**config.mk**
```make
export PLATFORM = sky130hd
export DESIGN_NAME = standard_pwm_channel
export DESIGN_NICKNAME = d
export VERILOG_FILES = /design/src/standard_pwm_channel.v
export VERILOG_INCLUDE_DIRS = /design/src
export SDC_FILE = /design/constraint.sdc
export NUM_CORES = 1
export LEC_CHECK = 0
export ABC_AREA = 1
export ABC_CLOCK_PERIOD_IN_PS = 3050
export BUFFER_PORTS_ARGS = -buffer_cell sky130_fd_sc_hd__clkbuf_2
export CAP_MARGIN = 20
export CORE_UTILIZATION = 55
export CTS_BUF_LIST = sky130_fd_sc_hd__clkbuf_4
export DETAILED_ROUTE_END_ITERATION = 6
export GPL_TIMING_DRIVEN = 0
export HOLD_SLACK_MARGIN = 0.06
export PLACE_DENSITY = 0.72
export RECOVER_POWER = 50
export SLEW_MARGIN = 20
export SYNTH_ARGS = -nofsm -noshare
export SYNTH_HDL_FRONTEND = slang
export SYNTH_SLANG_ARGS = --single-unit
```
**constraint.sdc**
```tcl
create_clock -name clk -period 3.05 [get_ports clk]
set_input_delay 0.305 -clock clk [delete_from_list [all_inputs] [get_ports clk]]
set_output_delay 0.305 -clock clk [all_outputs]
set_load 0.01 [all_outputs]
```
**src/pwm_chan_defs.vh**
```
/*
 * pwm_chan_defs.vh: register offsets, field positions, reset values and
 * encodings of the standard pwm channel.
 * assumes: included by bare name by the channel top module and the bench top.
 */
`ifndef PWM_CHAN_DEFS_VH
`define PWM_CHAN_DEFS_VH

// register offsets (byte-wide registers, 4-bit address)
`define A_CTRL        4'h0
`define A_DUTY_MSB    4'h1
`define A_DUTY_SHADOW 4'h2
`define A_TSEL        4'h3
`define A_PERIOD0     4'h4
`define A_PERIOD1     4'h5
`define A_PERIOD2     4'h6
`define A_TCTRL0      4'h7
`define A_TCTRL1      4'h8
`define A_TCTRL2      4'h9
`define A_TCOUNT0     4'hA
`define A_TCOUNT1     4'hB
`define A_TCOUNT2     4'hC
`define A_FLAGS       4'hD
`define A_PINDIR      4'hE

// channel control fields
`define CTRL_DLSB_HI  5
`define CTRL_DLSB_LO  4
`define CTRL_MODE_HI  3
`define CTRL_MODE_LO  0
`define MODE_PWM_HI   2'h3

// timer control fields
`define TC_RUN        2
`define TC_PS_HI      1
`define TC_PS_LO      0
`define PS_DIV1       2'h0
`define PS_DIV4       2'h1

// timer select encodings
`define TSEL_T0       2'h0
`define TSEL_T1       2'h1
`define TSEL_T2       2'h2

// reset values
`define RST_BYTE      8'h00
`define RST_PERIOD    8'hFF
`define RST_PINDIR    1'b1
`define RST_DUTY10    10'h000

`endif

```
**src/standard_pwm_channel.v**
```verilog
/*
 * standard_pwm_channel.v: ten-bit standard pwm channel with three 8-bit
 * period timers, double-buffered duty and a byte register port.
 * assumes: one clock, synchronous active-high reset, sleep_req is a level
 * synchronous to clk; the pad combines pin_out and pin_oe.
 */
// Strobed register access and the address map are this design's own decisions.
`timescale 1ns/1ps
`include "pwm_chan_defs.vh"

////////////////////////////////////////////////////////////////////////////////
module standard_pwm_channel #(
    parameter NUM_TIMERS = 3
) (
    input  wire       clk,
    input  wire       rst,
    input  wire [3:0] reg_addr,
    input  wire [7:0] reg_wdata,
    input  wire       reg_wr,
    input  wire       reg_rd,
    output reg  [7:0] reg_rdata,
    input  wire       sleep_req,
    output reg        pin_out,
    output reg        pin_oe
);

    // per-timer state, flattened 8-bit slots
    reg  [8*NUM_TIMERS-1:0] period_q;
    reg  [8*NUM_TIMERS-1:0] tctrl_q;
    reg  [8*NUM_TIMERS-1:0] tcount_q;
    reg  [2*NUM_TIMERS-1:0] quarter_q;   // 2-bit quarter-cycle phase
    reg  [4*NUM_TIMERS-1:0] psc_q;       // prescaler up to 1:16
    reg  [NUM_TIMERS-1:0]   match_flag_q;
    wire [NUM_TIMERS-1:0]   tick;        // timer increment strobe
    wire [NUM_TIMERS-1:0]   rollover;    // increment while count equals period
    wire [2*NUM_TIMERS-1:0] lowbits;

    reg  [7:0] ctrl_q;
    reg  [7:0] duty_msb_q;
    reg  [7:0] duty_shadow_q;
    reg  [1:0] duty_latch_q;
    reg  [1:0] tsel_q;
    reg        pin_dir_q;
    reg        pwm_level_q;

    // prescale factor minus one as a 4-bit terminal count
    function [3:0] ps_last;
        input [1:0] ps;
        begin
            case (ps)
                `PS_DIV1: ps_last = 4'h0;
                `PS_DIV4: ps_last = 4'h3;
                default:  ps_last = 4'hF;
            endcase
        end
    endfunction

    // register write decode, used for several registers
    function is_wr;
        input [3:0] a;
        input [3:0] target;
        begin
            is_wr = reg_wr && (a == target);
        end
    endfunction

    ////////////////////////////////////////////////////////////////////////////
    // three period timers; postscaler not modelled since it never shapes pwm
    genvar g;
    generate
        for (g = 0; g < NUM_TIMERS; g = g + 1) begin : g_tmr
            wire [7:0] per   = period_q[8*g +: 8];
            wire [7:0] cnt   = tcount_q[8*g +: 8];
            wire [1:0] ps    = tctrl_q[8*g+`TC_PS_HI -: 2];
            wire       run   = tctrl_q[8*g+`TC_RUN] && !sleep_req;
            wire [1:0] qtr   = quarter_q[2*g +: 2];
            wire [3:0] pc    = psc_q[4*g +: 4];
            wire       qwrap = (qtr == 2'h3);
            // register index of this timer's slots
            localparam integer PER_IDX = `A_PERIOD0 + g;
            localparam integer TC_IDX  = `A_TCTRL0 + g;
            localparam integer CNT_IDX = `A_TCOUNT0 + g;
            // one increment per 4 clocks times prescale
            assign tick[g]     = run && qwrap && (pc == ps_last(ps));
            assign rollover[g] = tick[g] && (cnt == per);
            // 1:1 uses clock phase, else the prescaler bits that step once
            // per prescaled clock, so each time base step is one prescale
            assign lowbits[2*g +: 2] = (ps == `PS_DIV1) ? qtr :
                                       ((ps == `PS_DIV4) ? pc[1:0] : pc[3:2]);

            always @(posedge clk) begin
                if (rst) begin
                    quarter_q[2*g +: 2] <= 2'h0;
                    psc_q[4*g +: 4]     <= 4'h0;
                    tcount_q[8*g +: 8]  <= `RST_BYTE;
                    match_flag_q[g]     <= 1'b0;
                end else begin
                    if (run) begin
                        quarter_q[2*g +: 2] <= qtr + 2'h1;
                        if (qwrap)
                            psc_q[4*g +: 4] <= (pc == ps_last(ps)) ? 4'h0 : pc + 4'h1;
                    end
                    // software count write loses to hardware increment
                    if (rollover[g])
                        tcount_q[8*g +: 8] <= `RST_BYTE;
                    else if (tick[g])
                        tcount_q[8*g +: 8] <= cnt + 8'h01;
                    else if (is_wr(reg_addr, CNT_IDX[3:0]))
                        tcount_q[8*g +: 8] <= reg_wdata;
                    // set wins over software clear
                    if (rollover[g])
                        match_flag_q[g] <= 1'b1;
                    else if (is_wr(reg_addr, `A_FLAGS) && !reg_wdata[g])
                        match_flag_q[g] <= 1'b0;
                end
            end

            always @(posedge clk) begin
                if (rst) begin
                    period_q[8*g +: 8] <= `RST_PERIOD;
                    tctrl_q[8*g +: 8]  <= `RST_BYTE;
                end else begin
                    if (is_wr(reg_addr, PER_IDX[3:0]))
                        period_q[8*g +: 8] <= reg_wdata;
                    if (is_wr(reg_addr, TC_IDX[3:0]))
                        tctrl_q[8*g +: 8] <= reg_wdata;
                end
            end
        end
    endgenerate

    ////////////////////////////////////////////////////////////////////////////
    // selected time base; reserved select freezes the channel
    reg        sel_valid;
    reg        sel_roll;
    reg        sel_tick;
    reg  [7:0] sel_cnt;
    reg  [1:0] sel_low;
    reg  [7:0] sel_per;
    always @* begin
        sel_valid = 1'b1;
        sel_roll  = 1'b0;
        sel_tick  = 1'b0;
        sel_cnt   = 8'h00;
        sel_low   = 2'h0;
        sel_per   = 8'h00;
        case (tsel_q)
            `TSEL_T0, `TSEL_T1, `TSEL_T2: begin
                sel_roll = rollover[tsel_q];
                sel_tick = tick[tsel_q];
                sel_cnt  = tcount_q[8*tsel_q +: 8];
                sel_low  = lowbits[2*tsel_q +: 2];
                sel_per  = period_q[8*tsel_q +: 8];
            end
            default: sel_valid = 1'b0;
        endcase
    end

    wire       pwm_mode  = (ctrl_q[`CTRL_MODE_HI -: 2] == `MODE_PWM_HI);
    wire [9:0] duty_next = {duty_msb_q, ctrl_q[`CTRL_DLSB_HI:`CTRL_DLSB_LO]};
    wire [9:0] duty_live = {duty_shadow_q, duty_latch_q};
    wire [9:0] time_base = {sel_cnt, sel_low};
    // a match beyond the period never occurs, so pin stays set
    wire       duty_hit  = (time_base == duty_live);
    // match drops the pin at the same edge as the level, so high time is exact
    wire       clear_now = pwm_mode && sel_valid && duty_hit;

    ////////////////////////////////////////////////////////////////////////////
    // pwm waveform and duty double buffer
    always @(posedge clk) begin
        if (rst) begin
            duty_shadow_q <= `RST_BYTE;
            duty_latch_q  <= 2'h0;
            pwm_level_q   <= 1'b0;
        end else if (pwm_mode && sel_valid && !sleep_req) begin
            if (sel_roll) begin
                duty_shadow_q <= duty_next[9:2];
                duty_latch_q  <= duty_next[1:0];
                pwm_level_q   <= (duty_next != `RST_DUTY10);
            end else if (duty_hit) begin
                pwm_level_q   <= 1'b0;
            end
        end else if (!pwm_mode) begin
            pwm_level_q   <= 1'b0;
            if (is_wr(reg_addr, `A_DUTY_SHADOW))
                duty_shadow_q <= reg_wdata;
        end
    end

    ////////////////////////////////////////////////////////////////////////////
    // software-owned registers
    always @(posedge clk) begin
        if (rst) begin
            ctrl_q     <= `RST_BYTE;
            duty_msb_q <= `RST_BYTE;
            tsel_q     <= `TSEL_T0;
            pin_dir_q  <= `RST_PINDIR;
        end else begin
            if (is_wr(reg_addr, `A_CTRL))
                ctrl_q <= reg_wdata;
            if (is_wr(reg_addr, `A_DUTY_MSB))
                duty_msb_q <= reg_wdata;
            if (is_wr(reg_addr, `A_TSEL))
                tsel_q <= reg_wdata[1:0];
            if (is_wr(reg_addr, `A_PINDIR))
                pin_dir_q <= reg_wdata[0];
        end
    end

    ////////////////////////////////////////////////////////////////////////////
    // pin drive: registered; held during sleep
    always @(posedge clk) begin
        if (rst) begin
            pin_out <= 1'b0;
            pin_oe  <= 1'b0;
        end else if (!sleep_req) begin
            pin_out <= pwm_level_q && !clear_now;
            // control all zero releases pin; direction bit set blocks
            pin_oe  <= (ctrl_q != `RST_BYTE) && pwm_mode && !pin_dir_q;
        end
    end

    ////////////////////////////////////////////////////////////////////////////
    // read port, data one cycle after the strobe; unmapped reads zero
    always @(posedge clk) begin
        if (rst) begin
            reg_rdata <= `RST_BYTE;
        end else if (reg_rd) begin
            case (reg_addr)
                `A_CTRL:        reg_rdata <= ctrl_q;
                `A_DUTY_MSB:    reg_rdata <= duty_msb_q;
                `A_DUTY_SHADOW: reg_rdata <= duty_shadow_q;
                `A_TSEL:        reg_rdata <= {6'h00, tsel_q};
                `A_PERIOD0:     reg_rdata <= period_q[7:0];
                `A_PERIOD1:     reg_rdata <= period_q[15:8];
                `A_PERIOD2:     reg_rdata <= period_q[23:16];
                `A_TCTRL0:      reg_rdata <= tctrl_q[7:0];
                `A_TCTRL1:      reg_rdata <= tctrl_q[15:8];
                `A_TCTRL2:      reg_rdata <= tctrl_q[23:16];
                `A_TCOUNT0:     reg_rdata <= tcount_q[7:0];
                `A_TCOUNT1:     reg_rdata <= tcount_q[15:8];
                `A_TCOUNT2:     reg_rdata <= tcount_q[23:16];
                `A_FLAGS:       reg_rdata <= {5'h00, match_flag_q};
                `A_PINDIR:      reg_rdata <= {7'h00, pin_dir_q};
                default:        reg_rdata <= `RST_BYTE;
            endcase
        end else begin
            reg_rdata <= `RST_BYTE;
        end
    end

endmodule // standard_pwm_channel

```
=== After elaboration in Yosys (flattened, before gate mapping) ===
Index checks and enable logic that the tools add are counted.

* Add/subtract/negate cells: 9
* $lt $le $gt $ge: 1
* Equal/unequal tests: 36
* Shifts and indexed selects: 2
* Mux-type cells: 48
* Bitwise operators: 1
* Reduce and logical (&&, ||, !) cells: 67

{| class="wikitable"
|+ Operators with widths
! kind !! count
|-
| $pmux 8 s15 || 1
|-
| $mux 8 || 11
|-
| $mux 4 || 12
|-
| $logic_and 1x1->1 || 36
|-
| $eq 4x4->1 const B || 7
|-
| $add 8x1->8 const B || 3
|-
| $eq 4x4->1 || 6
|-
| $eq 8x8->1 || 3
|-
| $pmux 4 s2 || 3
|-
| $shiftx 24x6->8 || 1
|-
| $eq 4x3->1 const B || 4
|-
| $mux 2 || 7
|-
| $reduce_bool 2->1 || 7
|-
| $mux 1 || 13
|-
| $add 4x1->4 const B || 3
|-
| $eq 10x10->1 || 1
|-
| $eq 2x2->1 const B || 5
|-
| $reduce_and 2->1 || 5
|-
| $reduce_bool 10->1 || 1
|-
| $eq 2x1->1 const B || 4
|-
| $eq 4x2->1 const B || 2
|-
| $logic_not 2->1 || 4
|-
| $reduce_bool 8->1 || 1
|-
| $reduce_or 2->1 || 4
|-
| other kinds (13) || 20
|}

* Flip-flop bits (word level): 133
* Bits of input ports: 17

=== Logic depth before layout (Yosys ltp) ===
* Depth in word-level cells: 10
* Gate-level depth with buffers: 13

=== Least setup slack after synthesis ===
OpenSTA, ideal clock, no wires.

* Path type: reg2reg
* Start: register quarter_q[5], in the netlist g_tmr[2].qtr[1]
* End: register duty_shadow_q[0]
* Setup time: 0.115 ns
* Data arrival time: 1.565 ns
* Path slack: 1.370 ns
* Stages on the path, launching flop included: 12
* Path buffers: 1
* Period minus slack after synthesis: 1.680 ns
* Cells stage by stage: dfxtp_1 > ha_1 > inv_2 > nor2_8 > nand3_4 > nor2_8 > nand3_2 > a21oi_2 > nand2_2 > buf_4 > a21oi_1 > nor2_1

* Longest elaborated chain between the ends: 9

{| class="wikitable"
|+ Ends and longest elaborated chain
! item !! line !! RTL
|-
| start: declaration || standard_pwm_channel.v:31 || <nowiki>reg [2*NUM_TIMERS-1:0] quarter_q;</nowiki>
|-
| start signal: indexed assignment || standard_pwm_channel.v:99 || <nowiki>quarter_q[2*g +: 2] <= qtr + 2'h1;</nowiki>
|-
| $eq 2x2->1 || standard_pwm_channel.v:78 || <nowiki>wire qwrap = (qtr == 2'h3);</nowiki>
|-
| $logic_and 1x1->1 (2 in a row) || standard_pwm_channel.v:84 || <nowiki>assign tick[g] = run && qwrap && (pc == ps_last(ps));</nowiki>
|-
| $logic_and 1x1->1 || standard_pwm_channel.v:85 || <nowiki>assign rollover[g] = tick[g] && (cnt == per);</nowiki>
|-
| $bmux 1 s2 || standard_pwm_channel.v:149 || <nowiki>sel_roll = rollover[tsel_q];</nowiki>
|-
| $mux 1 (implied by the code) || standard_pwm_channel.v:149 ||
|-
| $mux 1 || standard_pwm_channel.v:147 || <nowiki>case (tsel_q)</nowiki>
|-
| $ne 2x2->1 (no source line) || -- ||
|-
| $reduce_and 3->1 (no source line) || -- ||
|-
| end signal: assignment || standard_pwm_channel.v:172 || <nowiki>duty_shadow_q <= `RST_BYTE;</nowiki>
|-
| end signal: assignment || standard_pwm_channel.v:177 || <nowiki>duty_shadow_q <= duty_next[9:2];</nowiki>
|-
| end signal: assignment || standard_pwm_channel.v:186 || <nowiki>duty_shadow_q <= reg_wdata;</nowiki>
|-
| end: declaration || standard_pwm_channel.v:40 || <nowiki>reg [7:0] duty_shadow_q;</nowiki>
|}

No other way between the ends. The select of a mux whose other input is x is not followed.
A chain may end at the register's enable or synchronous reset.

=== Final worst setup path ===
* Start: input sleep_req
* End: register duty_shadow_q[5]

* Longest elaborated chain between the ends: 10
* Elaborated cells on any way between the ends: 22

{| class="wikitable"
|+ Ends and longest elaborated chain
! item !! line !! RTL
|-
| start: declaration || standard_pwm_channel.v:22 || <nowiki>input wire sleep_req,</nowiki>
|-
| $logic_not 1->1 (*) || standard_pwm_channel.v:75, standard_pwm_channel.v:175 ||
|-
| $logic_and 1x1->1 || standard_pwm_channel.v:75 || <nowiki>wire run = tctrl_q[8*g+`TC_RUN] && !sleep_req;</nowiki>
|-
| $logic_and 1x1->1 (2 in a row) || standard_pwm_channel.v:84 ||
|-
| $logic_and 1x1->1 || standard_pwm_channel.v:85 ||
|-
| $bmux 1 s2 || standard_pwm_channel.v:149 ||
|-
| $mux 1 (implied by the code) || standard_pwm_channel.v:149 ||
|-
| $mux 1 || standard_pwm_channel.v:147 ||
|-
| $ne 2x2->1 (no source line) || -- ||
|-
| $reduce_and 3->1 (no source line) || -- ||
|}

Mark *: on every way between the ends. The rest lies on a longest branch, timed or not. The select of a mux whose other input is x is not followed.

==> results.json <==
{
  "clockRootBuffer": "clkbuf_4",
  "tns_ns": 0,
  "relSlewSlack_pct": 39.55,
  "viasPerCell": 5.888,
  "final.setup.worst_slack_ns": 0.3463,
  "setup-violations-final": 0,
  "status": "finished clean",
  "grt_max_degree": 17,
  "clockBufferDepth": 2,
  "num_rows": 41,
  "n_fill_cell": 1298,
  "cts_buffers": 17,
  "chipWidth_um": 116.9,
  "hpwl_um": 19080,
  "grt.total_usage_pct": 39.12,
  "fin_nets": 1141,
  "core_um2": 12720,
  "yosys_warnings": 0,
  "area_growth_pct": 8.378,
  "drtAntennaViolNets": 0,
  "finalPower_uw": 3434,
  "crit_required_ns": 3.54,
  "max_freq_mhz": 369.9,
  "cp-end-kind": "register",
  "diodes": 0,
  "cp_max_fo": 10,
  "power_leakage_uw": 0.003252,
  "tightest_slew_ns": 0.9067,
  "synth.cell_area_um2": 7258,
  "fin_crit_sh_pct": 88.65,
  "die_area_um2": 13660,
  "finClkSkew_ns": 0.01938,
  "io_pins": 27,
  "cts.sinks": 133,
  "clk_pin_slew_worst_paths_ns": 0.11,
  "drv_cap": 0,
  "vdd_drop_max_v": 0.0002712,
  "final_common_cell": "nand2_1",
  "grt_overflow_total": 0,
  "multi_input_area_um2": 3827,
  "grt_pass1_vias": 6693,
  "postSynthAreaPerCell_um2": 6.764,
  "die_y_um": 116.9,
  "syn_inst": 1073,
  "antenna_found_initial": 0,
  "vias": 7654,
  "dp_slack_ns": 0.7188,
  "finalWirelength_um": 25640,
  "rsz0062_at_grt": "no",
  "start_util_pct": 57.05,
  "cp.arrival_ns": 3.19,
  "grt_pass1_wl_um": 38270,
  "synth_flop_cell": "dfxtp_1",
  "power_density_nw_per_um2": 436.6,
  "drt-initial-drc-count": 1062,
  "final_cell_mix": "nand2_1, dfxtp_1, inv_1",
  "syn_nets": 1099,
  "placed_area_um2": 7579,
  "hold_viol": 0,
  "final_area_um2": 7866,
  "drv_slew": 0,
  "hold_class": "primary input to register",
  "synth-edff-count": 0,
  "ff_latch_area_um2": 2663,
  "portBuffers": 21,
  "min_period_ns": 2.704,
  "firstDrtPassIters": 7,
  "synthArstFlopShare_pct": 0,
  "place.gp.congestion": 1.102,
  "synth_cell_types": 45,
  "seq_area_frac_synth_pct": 36.68,
  "clock_latency_ns": 0.59,
  "drive_above_1_share_pct": 6.294,
  "worstSetupPathType": "primary input to register",
  "wire_per_inst_um": 19.72,
  "cts_tree": "done",
  "htreeDepth": 4,
  "startpoint_type": "primary input",
  "synth-seq-cells": 133,
  "reg2regPathDepth": 11,
  "fin_util_pct": 61.83,
  "min_path_cells": 5,
  "drcViolationCount": 0
}
-- where the power goes --
group	switching (µW)	internal (µW)
clock network	665	664
logic	233	82.2
registers	23.5	1770
-- flip-flops by register name (all words and copies together) (netlist names) --
register and cells:
g_tmr.ps 6, pin_out 1, pin_dir_q 1, duty_msb_q 8, duty_shadow_q 8, ctrl_q 8, g_tmr.per 24, pin_oe 1
tsel_q 2, tctrl_q 18, g_tmr.cnt 24, duty_latch_q 2, g_tmr.pc 12, reg_rdata 8, match_flag_q 3, g_tmr.qtr 6
pwm_level_q 1
-- metal layers --
layer / global-route usage, % / share of wire, %
met5: 0 / 0
met4: 22.70 / 5.4
met3: 8.393 / 9.5
met2: 59.80 / 43
met1: 51.01 / 42
-- Yosys cell counts, types with 15 or more instances --
| cell | instances | area (µm²) |
|---|---|---|
| clkbuf_1 | 39 | 146.4 |
| a21oi_1 | 106 | 530.5 |
| o21ai_0 | 88 | 440.4 |
| inv_1 | 129 | 484.2 |
| nand2_1 | 234 | 878.3 |
| inv_2 | 15 | 56.30 |
| dfxtp_1 | 133 | 2663 |
| xor2_1 | 25 | 219.0 |
| o211ai_1 | 17 | 127.6 |
| nor2_1 | 72 | 270.3 |
| nand3_1 | 74 | 370.4 |
| o22ai_1 | 24 | 150.1 |
-- stage by stage --
stage	cells	hold slack, ns
2_1_floorplan	1073	0.4297
3_3_place_gp	1266	0.4423
3_5_place_dp	1266	0.4500
4_1_cts	1300	0.07022
5_1_grt	1300	0.09523
6_report	1300	0.09996
-- worst max-delay path, cell delays in order --
cell	delay [ns]
dlygate4sd3_1	0.53
clkbuf_1	0.20
clkinvlp_2	0.27
nand2_1	0.15
nor2_1	0.42
nand3_4	0.16
nor2_8	0.22
nand3_2	0.20
a21oi_2	0.22
nand2_2	0.10
buf_4	0.19
a21oi_1	0.17
nor2_1	0.07
-- timing repair --
item,4_1_cts,5_1_grt
setup endpoints to repair,0,0
hold endpoints to repair,4,0
gates resized for setup,0,0
setup buffers,0,0
hold buffers,2,0
-- kinds of logic after synthesis --
group	Yosys count	synth area share, %
buffers and inverters	193	10.26
AND/OR/NAND/NOR	418	25.05
AO/OA/AOI/OAI	286	22.36
flip-flops	133	36.68
XOR/XNOR	34	4.103
adder cells (fa/ha/maj)	9	1.551
-- layout make-up --
class,instances,share of cell area [%]
plain buffers,47,2.465
clock buffers,20,1.909
clock inverters,12,2.036
inverters,146,6.983
multi-input cells,747,48.66
flip-flops and latches,133,33.85
well taps,172,2.736
repair buffers,23,1.368
-- worst paths after layout --
kind / startpoint / to / slack (ns)
worst max-delay path: sleep_req / duty_shadow_q[5] / 0.35
worst min-delay path: reg_wdata[1] / duty_shadow_q[1] / 0.1
worst max register to register: tsel_q[1] / pin_out / 0.60
worst min register to register: pin_out / pin_out / 0.47
(Power assumes the default switching activity.)
